==> src/rtl/spbr_pkg.sv <==
// Shared constants and types of the dual serial port buffer registers
package spbr_pkg;

    localparam int NPORT = 2;
    localparam int ADDR_W = 12;
    localparam int IDX_W = ADDR_W - 2;

    // Register indices; the APB byte address is four times the index
    localparam logic [IDX_W-1:0] IDX_PORT_E_BUFFER_DATA = 10'h0C8;
    localparam logic [IDX_W-1:0] IDX_PORT_E_BUFFER_ADDR_ZERO = 10'h0C9;
    localparam logic [IDX_W-1:0] IDX_PORT_E_BUFFER_ADDR_ONE = 10'h0CA;
    localparam logic [IDX_W-1:0] IDX_PORT_E_ASYNC_STATUS = 10'h0CB;
    localparam logic [IDX_W-1:0] IDX_PORT_F_BUFFER_DATA = 10'h0D8;
    localparam logic [IDX_W-1:0] IDX_PORT_F_BUFFER_ADDR_ZERO = 10'h0D9;
    localparam logic [IDX_W-1:0] IDX_PORT_F_BUFFER_ADDR_ONE = 10'h0DA;
    localparam logic [IDX_W-1:0] IDX_PORT_F_ASYNC_STATUS = 10'h0DB;
    localparam logic [IDX_W-1:0] IDX_IRQ_STATUS = 10'h0E0;
    localparam logic [IDX_W-1:0] IDX_IRQ_MASK = 10'h0E1;
    localparam logic [IDX_W-1:0] IDX_CTRL = 10'h0E2;

    // Offsets of the four registers inside one port's range
    localparam logic [1:0] OFS_DATA = 2'h0;
    localparam logic [1:0] OFS_ADDR0 = 2'h1;
    localparam logic [1:0] OFS_ADDR1 = 2'h2;
    localparam logic [1:0] OFS_STAT = 2'h3;

    // Port status bit positions
    localparam int ST_RX_FULL = 7;
    localparam int ST_ADDR = 6;
    localparam int ST_OVERRUN = 5;
    localparam int ST_TX_FULL = 3;
    localparam int ST_TX_BUSY = 2;

    // Interrupt status and mask layout, four bits per port
    localparam int IRQ_RX = 0;
    localparam int IRQ_TX = 1;
    localparam int IRQ_OVR = 2;
    localparam int IRQ_STRIDE = 4;

    // Values after reset
    localparam logic [7:0] RST_CTRL = 8'h00;
    localparam logic [7:0] RST_MASK = 8'h00;
    localparam logic [7:0] RST_IRQ = 8'h00;
    localparam logic [7:0] RST_BYTE = 8'h00;

    typedef enum logic [1:0] {
        TXK_DATA = 2'b00,
        TXK_ADDR0 = 2'b01,
        TXK_ADDR1 = 2'b10
    } spbr_tx_kind_t;

    typedef struct packed {
        logic [7:0] data;
        logic has_addr;
        logic addr_bit;
        logic end_crc;
        logic end_flag;
    } spbr_tx_t;

    typedef struct packed {
        logic [7:0] data;
        logic addr_bit;
    } spbr_rx_t;

endpackage : spbr_pkg

==> src/rtl/spbr_top.sv <==
// APB register front end of two serial port buffers with interrupt logic
module spbr_top (
    // Clock and reset
    input wire logic pclk,
    input wire logic presetn,
    // APB slave
    input wire logic psel,
    input wire logic penable,
    input wire logic pwrite,
    input wire logic [spbr_pkg::ADDR_W-1:0] paddr,
    input wire logic [31:0] pwdata,
    input wire logic [3:0] pstrb,
    output logic [31:0] prdata,
    output logic pready,
    output logic pslverr,
    // Transmit line side, index 0 is port E, 1 is port F
    output logic [spbr_pkg::NPORT-1:0] tx_valid,
    input wire logic [spbr_pkg::NPORT-1:0] tx_ready,
    output spbr_pkg::spbr_tx_t [spbr_pkg::NPORT-1:0] tx_out,
    input wire logic [spbr_pkg::NPORT-1:0] tx_busy,
    // Receive line side
    input wire logic [spbr_pkg::NPORT-1:0] rx_valid,
    input wire spbr_pkg::spbr_rx_t [spbr_pkg::NPORT-1:0] rx_in,
    output logic [spbr_pkg::NPORT-1:0] rx_ready,
    input wire logic [spbr_pkg::NPORT-1:0] rx_overrun,
    // Interrupts
    output logic [spbr_pkg::NPORT-1:0] rx_req,
    output logic irq
);
    import spbr_pkg::*;

    // Returns {hit, offset} of an index against a port's four-word range
    function automatic logic [2:0] port_reg(input logic [IDX_W-1:0] idx,
                                            input logic [IDX_W-1:0] base);
        logic [IDX_W-1:0] diff;
        diff = idx - base;
        port_reg = {(diff[IDX_W-1:2] == '0), diff[1:0]};
    endfunction : port_reg

    localparam logic [IDX_W-1:0] PORT_BASE [NPORT] = '{
        IDX_PORT_E_BUFFER_DATA, IDX_PORT_F_BUFFER_DATA};

    logic [IDX_W-1:0] idx;
    logic aligned;
    logic setup_ph;
    logic access_ph;
    logic wr_ok;
    logic [NPORT-1:0] hit;
    logic [1:0] ofs [NPORT];
    logic [NPORT-1:0] rd_busy, rd_take, wr_take, stat_wr;
    spbr_tx_kind_t wr_kind [NPORT];
    logic [7:0] rx_byte [NPORT];
    logic [7:0] status [NPORT];
    logic [NPORT-1:0] ev_rx, ev_tx, ev_ovr;
    logic hit_irq, hit_mask, hit_ctrl, mapped;

    logic [31:0] prdata_r, prdata_nxt;
    logic [7:0] ctrl_r, ctrl_nxt;
    logic [7:0] mask_r, mask_nxt;
    logic [7:0] irqst_r, irqst_nxt;
    logic irq_r, irq_nxt;
    logic [7:0] events;

    assign idx = paddr[ADDR_W-1:2];
    assign aligned = (paddr[1:0] == 2'b00);
    assign setup_ph = psel && !penable;
    assign access_ph = psel && penable;
    // Only byte lane 0 carries register data; writes without it are dropped
    assign wr_ok = access_ph && pwrite && pstrb[0];

    generate
        for (genvar p = 0; p < NPORT; p++) begin : g_port
            logic [2:0] sel;
            assign sel = port_reg(idx, PORT_BASE[p]);
            assign hit[p] = sel[2] && aligned;
            assign ofs[p] = sel[1:0];
            assign rd_busy[p] = psel && !pwrite && hit[p] &&
                                (ofs[p] != OFS_STAT);
            assign rd_take[p] = rd_busy[p] && penable;
            assign wr_take[p] = wr_ok && hit[p] && (ofs[p] != OFS_STAT);
            assign stat_wr[p] = wr_ok && hit[p] && (ofs[p] == OFS_STAT);
            always_comb begin
                case (ofs[p])
                    OFS_ADDR0: wr_kind[p] = TXK_ADDR0;
                    OFS_ADDR1: wr_kind[p] = TXK_ADDR1;
                    default: wr_kind[p] = TXK_DATA;
                endcase
            end

            spbr_port u_port (
                .pclk(pclk),
                .presetn(presetn),
                .rd_busy(rd_busy[p]),
                .rd_take(rd_take[p]),
                .wr_take(wr_take[p]),
                .wr_kind(wr_kind[p]),
                .wr_data(pwdata[7:0]),
                .stat_wr(stat_wr[p]),
                .hdlc_mode(ctrl_r[p]),
                .tx_valid(tx_valid[p]),
                .tx_ready(tx_ready[p]),
                .tx_out(tx_out[p]),
                .tx_busy(tx_busy[p]),
                .rx_valid(rx_valid[p]),
                .rx_in(rx_in[p]),
                .rx_ready(rx_ready[p]),
                .rx_overrun(rx_overrun[p]),
                .rx_byte(rx_byte[p]),
                .status(status[p]),
                .rx_req(rx_req[p]),
                .ev_rx(ev_rx[p]),
                .ev_tx(ev_tx[p]),
                .ev_ovr(ev_ovr[p])
            );

            assign events[p*IRQ_STRIDE+IRQ_RX] = ev_rx[p];
            assign events[p*IRQ_STRIDE+IRQ_TX] = ev_tx[p];
            assign events[p*IRQ_STRIDE+IRQ_OVR] = ev_ovr[p];
            assign events[p*IRQ_STRIDE+3] = 1'b0;
        end
    endgenerate

    assign hit_irq = aligned && (idx == IDX_IRQ_STATUS);
    assign hit_mask = aligned && (idx == IDX_IRQ_MASK);
    assign hit_ctrl = aligned && (idx == IDX_CTRL);
    assign mapped = (|hit) || hit_irq || hit_mask || hit_ctrl;

    // Zero wait states: read data is captured in the setup cycle
    assign pready = 1'b1;
    assign pslverr = access_ph && !mapped;
    assign prdata = prdata_r;
    assign irq = irq_r;

    always_comb begin
        prdata_nxt = prdata_r;
        if (setup_ph && !pwrite) begin
            prdata_nxt = 32'h0000_0000;
            for (int p = 0; p < NPORT; p++) begin
                if (hit[p]) begin
                    prdata_nxt[7:0] = (ofs[p] == OFS_STAT) ? status[p] :
                                      rx_byte[p];
                end
            end
            if (hit_irq) begin
                prdata_nxt[7:0] = irqst_r;
            end
            if (hit_mask) begin
                prdata_nxt[7:0] = mask_r;
            end
            if (hit_ctrl) begin
                prdata_nxt[7:0] = ctrl_r;
            end
        end
    end

    always_comb begin
        ctrl_nxt = ctrl_r;
        mask_nxt = mask_r;
        irqst_nxt = irqst_r;
        if (wr_ok && hit_ctrl) begin
            ctrl_nxt = pwdata[7:0];
        end
        if (wr_ok && hit_mask) begin
            mask_nxt = pwdata[7:0];
        end
        // Clear only what the read returned, so a newer event survives
        if (access_ph && !pwrite && hit_irq) begin
            irqst_nxt = irqst_nxt & ~prdata_r[7:0];
        end
        irqst_nxt = irqst_nxt | events;
        irq_nxt = |(irqst_nxt & mask_nxt);
    end

    always_ff @(posedge pclk or negedge presetn) begin
        if (!presetn) begin
            prdata_r <= 32'h0000_0000;
            ctrl_r <= RST_CTRL;
            mask_r <= RST_MASK;
            irqst_r <= RST_IRQ;
            irq_r <= 1'b0;
        end else begin
            prdata_r <= prdata_nxt;
            ctrl_r <= ctrl_nxt;
            mask_r <= mask_nxt;
            irqst_r <= irqst_nxt;
            irq_r <= irq_nxt;
        end
    end
endmodule : spbr_top

==> src/rtl/spbr_port.sv <==
// One serial port: receive and transmit buffers with their status bits
module spbr_port (
    // Clock and reset
    input wire logic pclk,
    input wire logic presetn,
    // Host side strobes
    input wire logic rd_busy,
    input wire logic rd_take,
    input wire logic wr_take,
    input wire spbr_pkg::spbr_tx_kind_t wr_kind,
    input wire logic [7:0] wr_data,
    input wire logic stat_wr,
    input wire logic hdlc_mode,
    // Transmit line side
    output logic tx_valid,
    input wire logic tx_ready,
    output spbr_pkg::spbr_tx_t tx_out,
    input wire logic tx_busy,
    // Receive line side
    input wire logic rx_valid,
    input wire spbr_pkg::spbr_rx_t rx_in,
    output logic rx_ready,
    input wire logic rx_overrun,
    // Results
    output logic [7:0] rx_byte,
    output logic [7:0] status,
    output logic rx_req,
    output logic ev_rx,
    output logic ev_tx,
    output logic ev_ovr
);
    import spbr_pkg::*;

    logic [7:0] rx_buf_r, rx_buf_nxt;
    logic rx_full_r, rx_full_nxt;
    logic addr_r, addr_nxt;
    logic ovr_r, ovr_nxt;
    logic req_r, req_nxt;
    logic tx_full_r, tx_full_nxt;
    spbr_tx_t tx_buf_r, tx_buf_nxt;
    logic rx_load;

    always_comb begin
        // While a buffer read is pending the byte must not change under it
        rx_ready = rd_busy ? rd_take : !rx_full_r;
        rx_load = rx_valid && rx_ready;
        rx_buf_nxt = rx_buf_r;
        rx_full_nxt = rx_full_r;
        addr_nxt = addr_r;
        ovr_nxt = ovr_r;
        req_nxt = req_r;
        if (rd_take) begin
            rx_full_nxt = 1'b0;
            addr_nxt = 1'b0;
            ovr_nxt = 1'b0;
            req_nxt = 1'b0;
        end
        if (rx_load) begin
            rx_buf_nxt = rx_in.data;
            rx_full_nxt = 1'b1;
            addr_nxt = rx_in.addr_bit;
            req_nxt = 1'b1;
        end
        if (rx_overrun) begin
            ovr_nxt = 1'b1;
        end
        tx_buf_nxt = tx_buf_r;
        tx_full_nxt = tx_full_r;
        if ((tx_full_r && tx_ready) || stat_wr) begin
            tx_full_nxt = 1'b0;
        end
        if (wr_take) begin
            tx_full_nxt = 1'b1;
            tx_buf_nxt.data = wr_data;
            tx_buf_nxt.has_addr = (wr_kind != TXK_DATA);
            tx_buf_nxt.addr_bit = (wr_kind == TXK_ADDR1);
            tx_buf_nxt.end_crc = hdlc_mode && (wr_kind == TXK_ADDR0);
            tx_buf_nxt.end_flag = hdlc_mode && (wr_kind != TXK_DATA);
        end
    end

    always_ff @(posedge pclk or negedge presetn) begin
        if (!presetn) begin
            rx_buf_r <= RST_BYTE;
            rx_full_r <= 1'b0;
            addr_r <= 1'b0;
            ovr_r <= 1'b0;
            req_r <= 1'b0;
            tx_full_r <= 1'b0;
            tx_buf_r <= '0;
        end else begin
            rx_buf_r <= rx_buf_nxt;
            rx_full_r <= rx_full_nxt;
            addr_r <= addr_nxt;
            ovr_r <= ovr_nxt;
            req_r <= req_nxt;
            tx_full_r <= tx_full_nxt;
            tx_buf_r <= tx_buf_nxt;
        end
    end

    always_comb begin
        status = 8'h00;
        status[ST_RX_FULL] = rx_full_r;
        status[ST_ADDR] = addr_r;
        status[ST_OVERRUN] = ovr_r;
        status[ST_TX_FULL] = tx_full_r;
        status[ST_TX_BUSY] = tx_busy;
    end

    assign tx_valid = tx_full_r;
    assign tx_out = tx_buf_r;
    assign rx_byte = rx_buf_r;
    assign rx_req = req_r;
    assign ev_rx = rx_load;
    assign ev_tx = tx_full_r && !tx_full_nxt;
    assign ev_ovr = rx_overrun;

endmodule : spbr_port

==> config.mk <==
export PLATFORM = sky130hd
export DESIGN_NAME = spbr_top
export DESIGN_NICKNAME = d
export VERILOG_FILES = /design/src/rtl/spbr_pkg.sv /design/src/rtl/spbr_top.sv /design/src/rtl/spbr_port.sv
export SDC_FILE = /design/constraint.sdc
export NUM_CORES = 1
export LEC_CHECK = 0
export ABC_AREA = 1
export BUFFER_PORTS_ARGS = -buffer_cell sky130_fd_sc_hd__buf_2
export CORE_MARGIN = 5
export CORE_UTILIZATION = 30
export CTS_CLUSTER_SIZE = 12
export DETAILED_ROUTE_END_ITERATION = 6
export PLACE_DENSITY_LB_ADDON = 0.05
export SYNTH_ARGS = -nofsm -noshare
export SYNTH_HDL_FRONTEND = slang
export SYNTH_SLANG_ARGS = --single-unit
==> constraint.sdc <==
create_clock -name pclk -period 3.19 [get_ports pclk]
set_input_delay 0.1595 -clock pclk [delete_from_list [all_inputs] [get_ports pclk]]
set_output_delay 0.1595 -clock pclk [all_outputs]
set_load 0.03 [all_outputs]
# Word-level counts from Yosys, hierarchy flattened
# Index checks and enable logic that the tools add are counted.
[op_classes]
addsub = 2
eq_ne = 15
mux = 25
bitwise = 4
n_reduce_logical = 61
[ops]
columns = ["operator", "n"]
rows = [
  ["8-bit 2-to-1 mux", 9],
  ["1-bit logical AND", 38],
  ["10-bit by 8-bit == test with 1-bit output (second input constant)", 3],
  ["10-bit by 8-bit subtractor with 10-bit output (second input constant)", 2],
  ["8-bit bitwise AND", 2],
  ["8-bit logical NOT", 2],
  ["1-bit 2-to-1 mux", 14],
  ["2-bit == test (second input constant)", 6],
  ["2-bit nonzero test", 6],
  ["2-bit by 1-bit == test with 1-bit output (second input constant)", 4],
  ["8-bit inverter", 1],
  ["8-bit by 7-bit OR with 8-bit output", 1],
  ["2-bit case mux with 2 select lines", 2],
  ["8-bit OR reduction", 1],
  ["1-bit logical NOT", 7],
  ["1-bit logical OR", 5],
  ["2-bit != test (second input constant)", 2],
  ["2-bit logical NOT", 1],
  ["2-bit OR reduction", 1],
]
[word_totals]
reg_bits = 81
in_bits = 79
out_inout_bits = 65
elab_cells = 132

# Depth between registers and ports, before layout
# Gate-level depths: netlist of the first run.
[depth]
ltp_word = 13
depth_mapped = 17
ltp_nobuf = 17

# Cells and area by module
# From an unflattened synthesis of the first run, not the netlist that was laid out.
[hier_totals]
cells_unflattened = 633
hier_area_um2 = 4662.0
[by_module_without_submodules]
columns = ["mod", "n_inst", "cells_each", "area_per_inst_um2", "seq_area_each_um2"]
rows = [
  ["spbr_top", 1, 393, 2572.5, 825.8],
  ["spbr_port", 2, 120, 1044.8, 600.6],
]

# Worst setup path before layout of the first run
# Ideal clock, no wire load.
[synth_timing]
path_kind = "input -> output"
start = "input port paddr[3] (netlist bit)"
end = "output port pslverr"
t_arrival_ns = 1.495
t_required_ns = 3.030
path_slack_ns = 1.536
cell_stages = 8
path_buffers = 1
path_cell_list = "inv_1 -> ha_1 -> nand3_1 -> nor2_4 -> buf_1 -> nor4_1 -> nand2_1 -> nor2_1"
[synth_between]
elab_chain_cells = 9
word_cells_on_any_way = 18
cone_classes = "add/sub: 2; eq/ne: 3; reduce/logical: 13"
[synth_rtl]
columns = ["element", "line", "text"]
rows = [
  ["start, declared", "spbr_top.sv:10", "input wire logic [spbr_pkg::ADDR_W-1:0] paddr,"],
  ["10-bit by 8-bit subtractor with 10-bit output", "spbr_top.sv:36", "diff = idx - base;"],
  ["8-bit logical NOT", "spbr_top.sv:37", "port_reg = {(diff[IDX_W-1:2] == '0), diff[1:0]};"],
  ["1-bit logical AND", "spbr_top.sv:75", "assign hit[p] = sel[2] && aligned;"],
  ["2-bit OR reduction", "spbr_top.sv:126", "assign mapped = (|hit) || hit_irq || hit_mask || hit_ctrl;"],
  ["1-bit logical OR (2 in series)", "spbr_top.sv:126", ""],
  ["1-bit logical OR (*)", "spbr_top.sv:126", ""],
  ["1-bit logical NOT (*)", "spbr_top.sv:130", "assign pslverr = access_ph && !mapped;"],
  ["1-bit logical AND (*)", "spbr_top.sv:130", ""],
  ["end, declared", "spbr_top.sv:15", "output logic pslverr,"],
]
# Mark *: on every way between the ends. The rest lies on a longest branch, timed or not.

# Final worst setup path of the first run
[layout_timing]
start = "input port paddr[6] (netlist bit)"
end = "register irq_r, in the netlist irq"
[layout_between]
word_cells_on_any_way = 43
cone_classes = "add/sub: 2; eq/ne: 2; mux: 8; bitwise: 2; reduce/logical: 29"
[layout_rtl]
columns = ["element", "line", "text"]
rows = [
  ["10-bit by 8-bit subtractor with 10-bit output", "spbr_top.sv:36", ""],
  ["8-bit logical NOT", "spbr_top.sv:37", ""],
  ["1-bit logical AND", "spbr_top.sv:75", ""],
  ["1-bit logical AND (2 in series)", "spbr_top.sv:77", "assign rd_busy[p] = psel && !pwrite && hit[p] &&"],
  ["1-bit logical AND", "spbr_top.sv:79", "assign rd_take[p] = rd_busy[p] && penable;"],
  ["1-bit 2-to-1 mux", "spbr_port.sv:45", "rx_ready = rd_busy ? rd_take : !rx_full_r;"],
  ["1-bit logical AND", "spbr_port.sv:46", "rx_load = rx_valid && rx_ready;"],
  ["8-bit by 7-bit OR with 8-bit output (*)", "spbr_top.sv:170", "irqst_nxt = irqst_nxt | events;"],
  ["named net irqst_nxt[0]", "spbr_top.sv:60", "logic [7:0] irqst_r, irqst_nxt;"],
  ["8-bit bitwise AND (*)", "spbr_top.sv:171", "irq_nxt = |(irqst_nxt & mask_nxt);"],
  ["8-bit OR reduction (*)", "spbr_top.sv:171", ""],
  ["named net irq_nxt", "spbr_top.sv:61", "logic irq_r, irq_nxt;"],
  ["end signal, assigned", "spbr_top.sv:186", "irq_r <= irq_nxt;"],
  ["end, declared", "spbr_top.sv:61", ""],
]
# The timed path passes the listed nets; every way through them passes the cells marked *.
# A chain may end at the register's enable or synchronous reset.

==> results of run 1 <==
power groups by stage:
stage                     combinational, mW  sequential, mW  clock (mW)
after global routing                  0.325            1.13        1.24
after detailed placement              0.294            1.14           0
after global placement                0.289            1.15           0
final                                 0.290            1.12        1.15
after CTS                             0.296            1.13        1.20
after floorplan                       0.219            1.13           0
per-layer routing:
| layer | part of all wire, % | global-route usage [%] | vias up |
|---|---|---|---|
| met2 | 46 | 22.9 | 87 |
| met1 | 47 | 19.5 | 1682 |
| li1 | - | - | 1868 |
| met4 | 1.1 | 3.66 | 0 |
| met3 | 5.4 | 4.89 | 11 |
| met5 | 0 | 0 | - |
area by class of cell:
class	instances	area, sq um
fill	1551	9250
multi-input combinational	399	1990
clock inverter	5	87.6
timing repair buffer	97	505
inverter	54	203
clock buffer	11	243
tap	184	230
sequential	81	2030
sequential cells by signal, indices dropped and copies added, names as in the netlist:
| register | flops |
|---|---|
| g_port.u_port.addr_r | 2 |
| irqst_r | 8 |
| irq | 1 |
| ctrl_r | 8 |
| prdata | 8 |
| g_port.u_port.tx_out | 24 |
| g_port.u_port.ovr_r | 2 |
| g_port.u_port.rx_req | 1 |
| mask_r | 8 |
| g_port.u_port.rx_full_r | 1 |
| g_port.u_port.rx_byte | 16 |
| g_port.u_port.tx_valid | 2 |
worst max-delay path: stages:
cell and delay, ps:
buf_2 160, inv_1 60, ha_1 280, nand2_1 50, nor2_1 90, nand2_1 60, nor2_2 170, nand3_1 120
nand2_1 90, nand2_2 60, nand2_1 460, nand2_1 150, nand2_1 90, nand2_1 70, nor2_1 90, nand2_1 60
final timing paths:
path / from / to / slack [ps] / cells past startpoint
min in group asynchronous: presetn / g_port[1].u_port.tx_out[2] / 470 / 2
hold / removal: rx_overrun[0] / irqst_r[2] / 30 / 3
setup reg to reg: g_port[0].u_port.rx_full_r / irq / 1590 / 9
hold reg to reg: g_port[0].u_port.tx_out[11] / g_port[0].u_port.tx_out[11] / 480 / 2
setup / recovery: paddr[6] / irq / 1200 / 16
max in group asynchronous: presetn / g_port[1].u_port.rx_byte[7] / 2030 / 3
through the flow:
stage,cell area (sq um),utilization (%)
after floorplan,4540,-
after global placement,4940,34.0
after detailed placement,4940,34.0
after CTS,5280,36.4
after global routing,5280,36.4
final,5280,36.4
placed cells by master, fill, tap and decap left out, drive strengths merged, types with 2 or more instances in the layout:
master	Yosys	final
a21oi	19	19
buf	41	96
or2	2	2
nor2	43	43
ha	7	7
dfrtp	81	81
bufinv	0	2
nand3	37	37
nand2	199	199
mux2	8	8
clkbuf	4	11
nand4	3	3
o211ai	3	3
conb	2	25
o21ai	48	48
inv	54	55
logic make-up after synthesis:
logic type,after synthesis
and+or+nand+nor,287
buffers and inverters,99
DFF,81
AOI/OAI and AO/OA,71
muxes,9
adders and majority gates,7
other,2
==> results.cfg, run 1 <==
[critical_path]
cp.arrival_ps = 2230
cp_max_fo = 11
critPathKind = input port to register
worstSetupEndpointType = register
crit_path_start_kind = input port
critPathRequiredTime_ps = 3430

[drt]
drc_errors = 0
ant_nets = 0
first_pass_iters = 4
drtIter0Drc = 211
wl_per_cell_um = 14.9
vias_per_cell = 4.39
vias = 3648
drt_wl_total_mm = 12.4

[flow_run]
maxCapViolCount = 0

[pwr]
clockPowerShare_pct = 44.9
max-vdd-ir-drop_mv = 0.264
p_switching_uw = 653
swShare_pct = 25.4
pwr-share-seq_pct = 43.8
p_per_area_nw_per_um2 = 486
p_comb_share_pct = 11.3
p_total_mw = 2.57
p_leak_nw = 2.93
internal_power_mw = 1.91

[synthesis]
ys_types = 34
synth_mux_area_share_pct = 2.92
synth_top_family_by_area = simple AND/OR/NAND/NOR gates
post_synth_most_frequent_cells = nand2_1, dfrtp_1, inv_1
yosys_warnings = 0
netlist_area_sq_um = 4450
synth_compound_area_share_pct = 8.46
synth_area_leaders = dfrtp_1, nand2_1, buf_4
yosysMostFrequentCell = nand2_1
synth_xor_area_share_pct = 0
synth_fa_ha_area_share_pct = 1.97
synth-main-ff-cell = dfrtp_1
ys_ff_latch = 81
syn_inst = 556
yosysSeqAreaShare_pct = 45.6
synth_top_area_share_pct = 45.6
ys_async_sr_fraction_pct = 100
yosys.area_share.simple_pct = 29.2
synth-edff-count = 0
yosysTopAreaCell = dfrtp_1
avgSynthCellArea_sq_um = 8.00

[placed_design]
port_buffers = 91
place_ws_ps = 780
dp_cells = 814
routabilityCongestion = 0.771
hpwl_mm = 9.35

[sta]
post-route-min-period_ps = 1990
tns_ps = 0
finalSetupViolations = 0
drv_slew = 0
tightest_slew_ps = 879
setup_ws_ps = 1200
rsz0062_at_grt = no
post-route-period-util_pct = 62.4
fmax_ghz = 0.502
hold_slack_ps = 27.8
clock_skew_ps = 9.38
hold_violations = 0
slew_headroom_pct = 41.4

[die]
core_sq_um = 14500
dieWidth_um = 132
rows = 44
io_pins = 144
dieArea_sq_um = 17400
fp.dieH_um = 132
start_util_pct = 30.6

[outcome]
outcome = completed

[grt]
grt_overflow = 0
grt_pass1_wl_mm = 20.3
grt_usage_pct = 14.6
grt_pass1_vias = 3713
antenna_found_initial = 0
grt_max_degree = 66

[clock_tree]
cts_num_sinks = 81
cts_resized = 0
htree_levels = 3
clk_latency_ps = 350
clk_pin_slew_ps = 60
cts_inserted_buffers = 9
cts_setup_buffers = 0
postCtsHoldBufs = 1
cts-root-buf = clkbuf_16
cts_tree = yes
clk_path_buf_depth = 2

[layout]
diodes = 0
drive_above_1_share_pct = 24.4
area_growth_pct = 18.8
stdcell_count = 831
fin_nets = 728

[worst_hold_path]
hold_path.class = input port to register
(Power assumes the default switching activity.)
==> run 2: changes to the inputs <==
--- a/config.mk
+++ b/config.mk
@@ -5,7 +5,7 @@
 export SDC_FILE = /design/constraint.sdc
 export NUM_CORES = 1
 export LEC_CHECK = 0
-export ABC_AREA = 1
+export ABC_AREA = 0
 export BUFFER_PORTS_ARGS = -buffer_cell sky130_fd_sc_hd__buf_2
 export CORE_MARGIN = 5
 export CORE_UTILIZATION = 30
==> constraint.sdc (replaced) <==
create_clock -name pclk -period 1.85 [get_ports pclk]
set_input_delay 0.0925 -clock pclk [delete_from_list [all_inputs] [get_ports pclk]]
set_output_delay 0.0925 -clock pclk [all_outputs]
set_load 0.03 [all_outputs]
==> run 2 against run 1 <==
Cell area grew 14%. Global-route usage grew 1.3 points. Power grew 74%. Non-clock buffer count grew 75. Worst hold slack lost 12 ps. Die area shrank 0.24%. Critical path depth shrank 7. Final cell count shrank 7.2%. Synthesized area shrank 0.25%. Via count grew 0.66%. Core utilization grew 5.0 points. Critical endpoint is now rx_ready[1]. Largest cell class is now multi-input gates.
==> results.cfg, run 2 <==
[critical_path]
cp.arrival_ps = 1710
critPathRequiredTime_ps = 1760
crit_path_start_kind = input port
critPathKind = input port to output pin
cp_max_fo = 5
worstSetupEndpointType = output pin

[die]
dieArea_sq_um = 17300
fp.dieH_um = 132
dieWidth_um = 132
start_util_pct = 30.5
io_pins = 144
rows = 44
core_sq_um = 14500

[layout]
fin_nets = 668
nFillCells = 1470
largest_reg_flops = 24
stdcell_count = 771
area_growth_pct = 35.4
layout_common_cells = buf_2, dfrtp_1, buf_4, mux2_2, inv_1
layout_commonest_cell = buf_2
final_cell_area_sq_um = 6010
drive_above_1_share_pct = 40.4
diodes = 0

[clock_tree]
clk_pin_slew_ps = 60
cts-root-buf = clkbuf_16
cts_num_sinks = 81
clk_latency_ps = 350
htree_levels = 3
cts_tree = yes
cts_inserted_buffers = 9
clk_path_buf_depth = 2

[pwr]
p_leak_nw = 2.96
clockPowerShare_pct = 45.1
swShare_pct = 26.0
p_comb_share_pct = 13.0
max-vdd-ir-drop_mv = 0.464
p_switching_mw = 1.16
pwr-share-seq_pct = 41.9
p_per_area_nw_per_um2 = 742
internal_power_mw = 3.30

[grt]
grt_overflow = 0
grt_usage_pct = 16.0
antenna_found_initial = 0
grt_pass1_wl_mm = 21.8
grt_max_degree = 34
grt_pass1_vias = 3758

[synthesis]
synth-edff-count = 0
ys_async_sr_fraction_pct = 100
synth_top_area_share_pct = 45.7
synth_area_leaders = dfrtp_1, mux2_2, buf_4
yosys_warnings = 0
ys_types = 57
synth-main-ff-cell = dfrtp_1
ys_ff_latch = 81
netlist_area_sq_um = 4440
avgSynthCellArea_sq_um = 10.3
post_synth_most_frequent_cells = dfrtp_1, mux2_2, buf_4
syn_inst = 429
yosysTopAreaCell = dfrtp_1
yosysSeqAreaShare_pct = 45.7
yosysMostFrequentCell = dfrtp_1

[placed_design]
dp_cells = 733
placed_area_sq_um = 5410
port_buffers = 91
routabilityCongestion = 0.826
hpwl_mm = 10.6

[sta]
hold_violations = 0
post-route-period-util_pct = 97.4
tightest_slew_ps = 494
post-route-min-period_ps = 1800
tns_ps = 0
rsz0062_at_grt = yes
drv_slew = 0
finalSetupViolations = 0
clock_skew_ps = 6.78
fmax_ghz = 0.555
slew_headroom_pct = 66.8

[drt]
drtIter0Drc = 191
drt_wl_total_mm = 13.6
wl_per_cell_um = 17.6
ant_nets = 0
first_pass_iters = 4
vias_per_cell = 4.76
drc_errors = 0
vias = 3672

[worst_hold_path]
hold_path.class = input port to register

[flow_run]
maxCapViolCount = 0

[outcome]
outcome = completed
==> run 2: cell count changes in the layout (fill, tap and decap cells not counted), sizes merged, moves of 8 or more <==
cell,delta
dlygate4sd3,+18
buf,+57
o21ai,-23
a31oi,+8
nor3b,+8
mux2i,+11
o22ai,+10
mux2,+40
inv,-27
nand2,-176
nand3,-25
nor2,-23
==> run 2: layer usage <==
layer | wire length, um | track usage (%) | vias to the layer above | part of all wire [%]
li1 | - | - | 1785 | -
met1 | 6240 | 21.4 | 1752 | 46
met2 | 6240 | 24.9 | 118 | 46
met3 | 844 | 4.78 | 17 | 6.2
met4 | 263 | 4.80 | 0 | 1.9
met5 | 0 | 0 | - | 0
==> run 2: cell families (layout without fill, tap and decap cells) <==
group / Yosys count / in the layout / synth area share, %
and+or+nand+nor: 108 / 108 / 13.8
AOI/OAI and AO/OA: 89 / 89 / 12.8
DFF: 81 / 81 / 45.7
buffers and inverters: 80 / 215 / 9.81
muxes: 60 / 60 / 15.4
adders and majority gates: 7 / 7 / 1.97
other: 2 / 25 / 0.169
xor gates and xnor gates: 2 / 2 / 0.395
==> run 2: worst max-delay path, cell delays in order <==
cell and delay, ps:
buf_2 130, buf_4 150, a21oi_2 150, mux2_4 180, nand4_4 110, or3_4 400, buf_4 140, and2_1 170
buf_4 170
==> run 2: power groups by stage <==
stage	combinational [mW]	clock [mW]	sequential, mW
2_1_floorplan	0.301	0	1.91
3_3_place_gp	0.547	0	1.90
3_5_place_dp	0.544	0	1.90
4_1_cts	0.580	2.07	1.87
5_1_grt	0.639	2.14	1.88
6_report	0.580	2.01	1.87
==> run 2: what timing repair did <==
item,in CTS,in global routing
buffers inserted,2,1
resized for setup,6,12
endpoints found under the setup margin,3,12
hold buffers,19,0
pin swaps,1,2
hold endpoints to repair,44,0
==> run 2: metrics by stage <==
stage	setup WS (ps)	hold slack (ps)	power (mW)	utilization [%]
after floorplan	-112	-203	2.22	-
after global placement	-322	61.5	2.45	37.3
after detailed placement	-468	57.8	2.45	37.3
after CTS	5.19	1.59	4.52	41.1
after global routing	-33.0	16.4	4.65	41.4
final	47.3	15.6	4.46	41.4
==> run 2: area by class of cell <==
class | count | area, sq um | share of cell area (%)
Sequential cell | 81 | 2030 | 33.7
Inverter | 27 | 101 | 1.69
Timing Repair Buffer | 172 | 1160 | 19.2
Clock buffer | 10 | 239 | 3.98
Tap cell | 184 | 230 | 3.83
Multi-Input combinational cell | 291 | 2170 | 36.1
Clock inverter | 6 | 90.1 | 1.50
==> run 2: path summary, 6_finish.rpt <==
kind	startpoint	endpoint	slack (ps)	depth (start not counted)
max in group asynchronous	presetn	g_port[1].u_port.rx_byte[3]	950	3
max reg2reg	g_port[0].u_port.tx_valid	prdata[3]	300	6
min reg2reg	g_port[1].u_port.tx_out[0]	g_port[1].u_port.tx_out[0]	470	2
max	paddr[5]	rx_ready[1]	50	9
min in group asynchronous	presetn	g_port[0].u_port.tx_out[4]	220	2
min	rx_overrun[0]	g_port[0].u_port.ovr_r	20	2
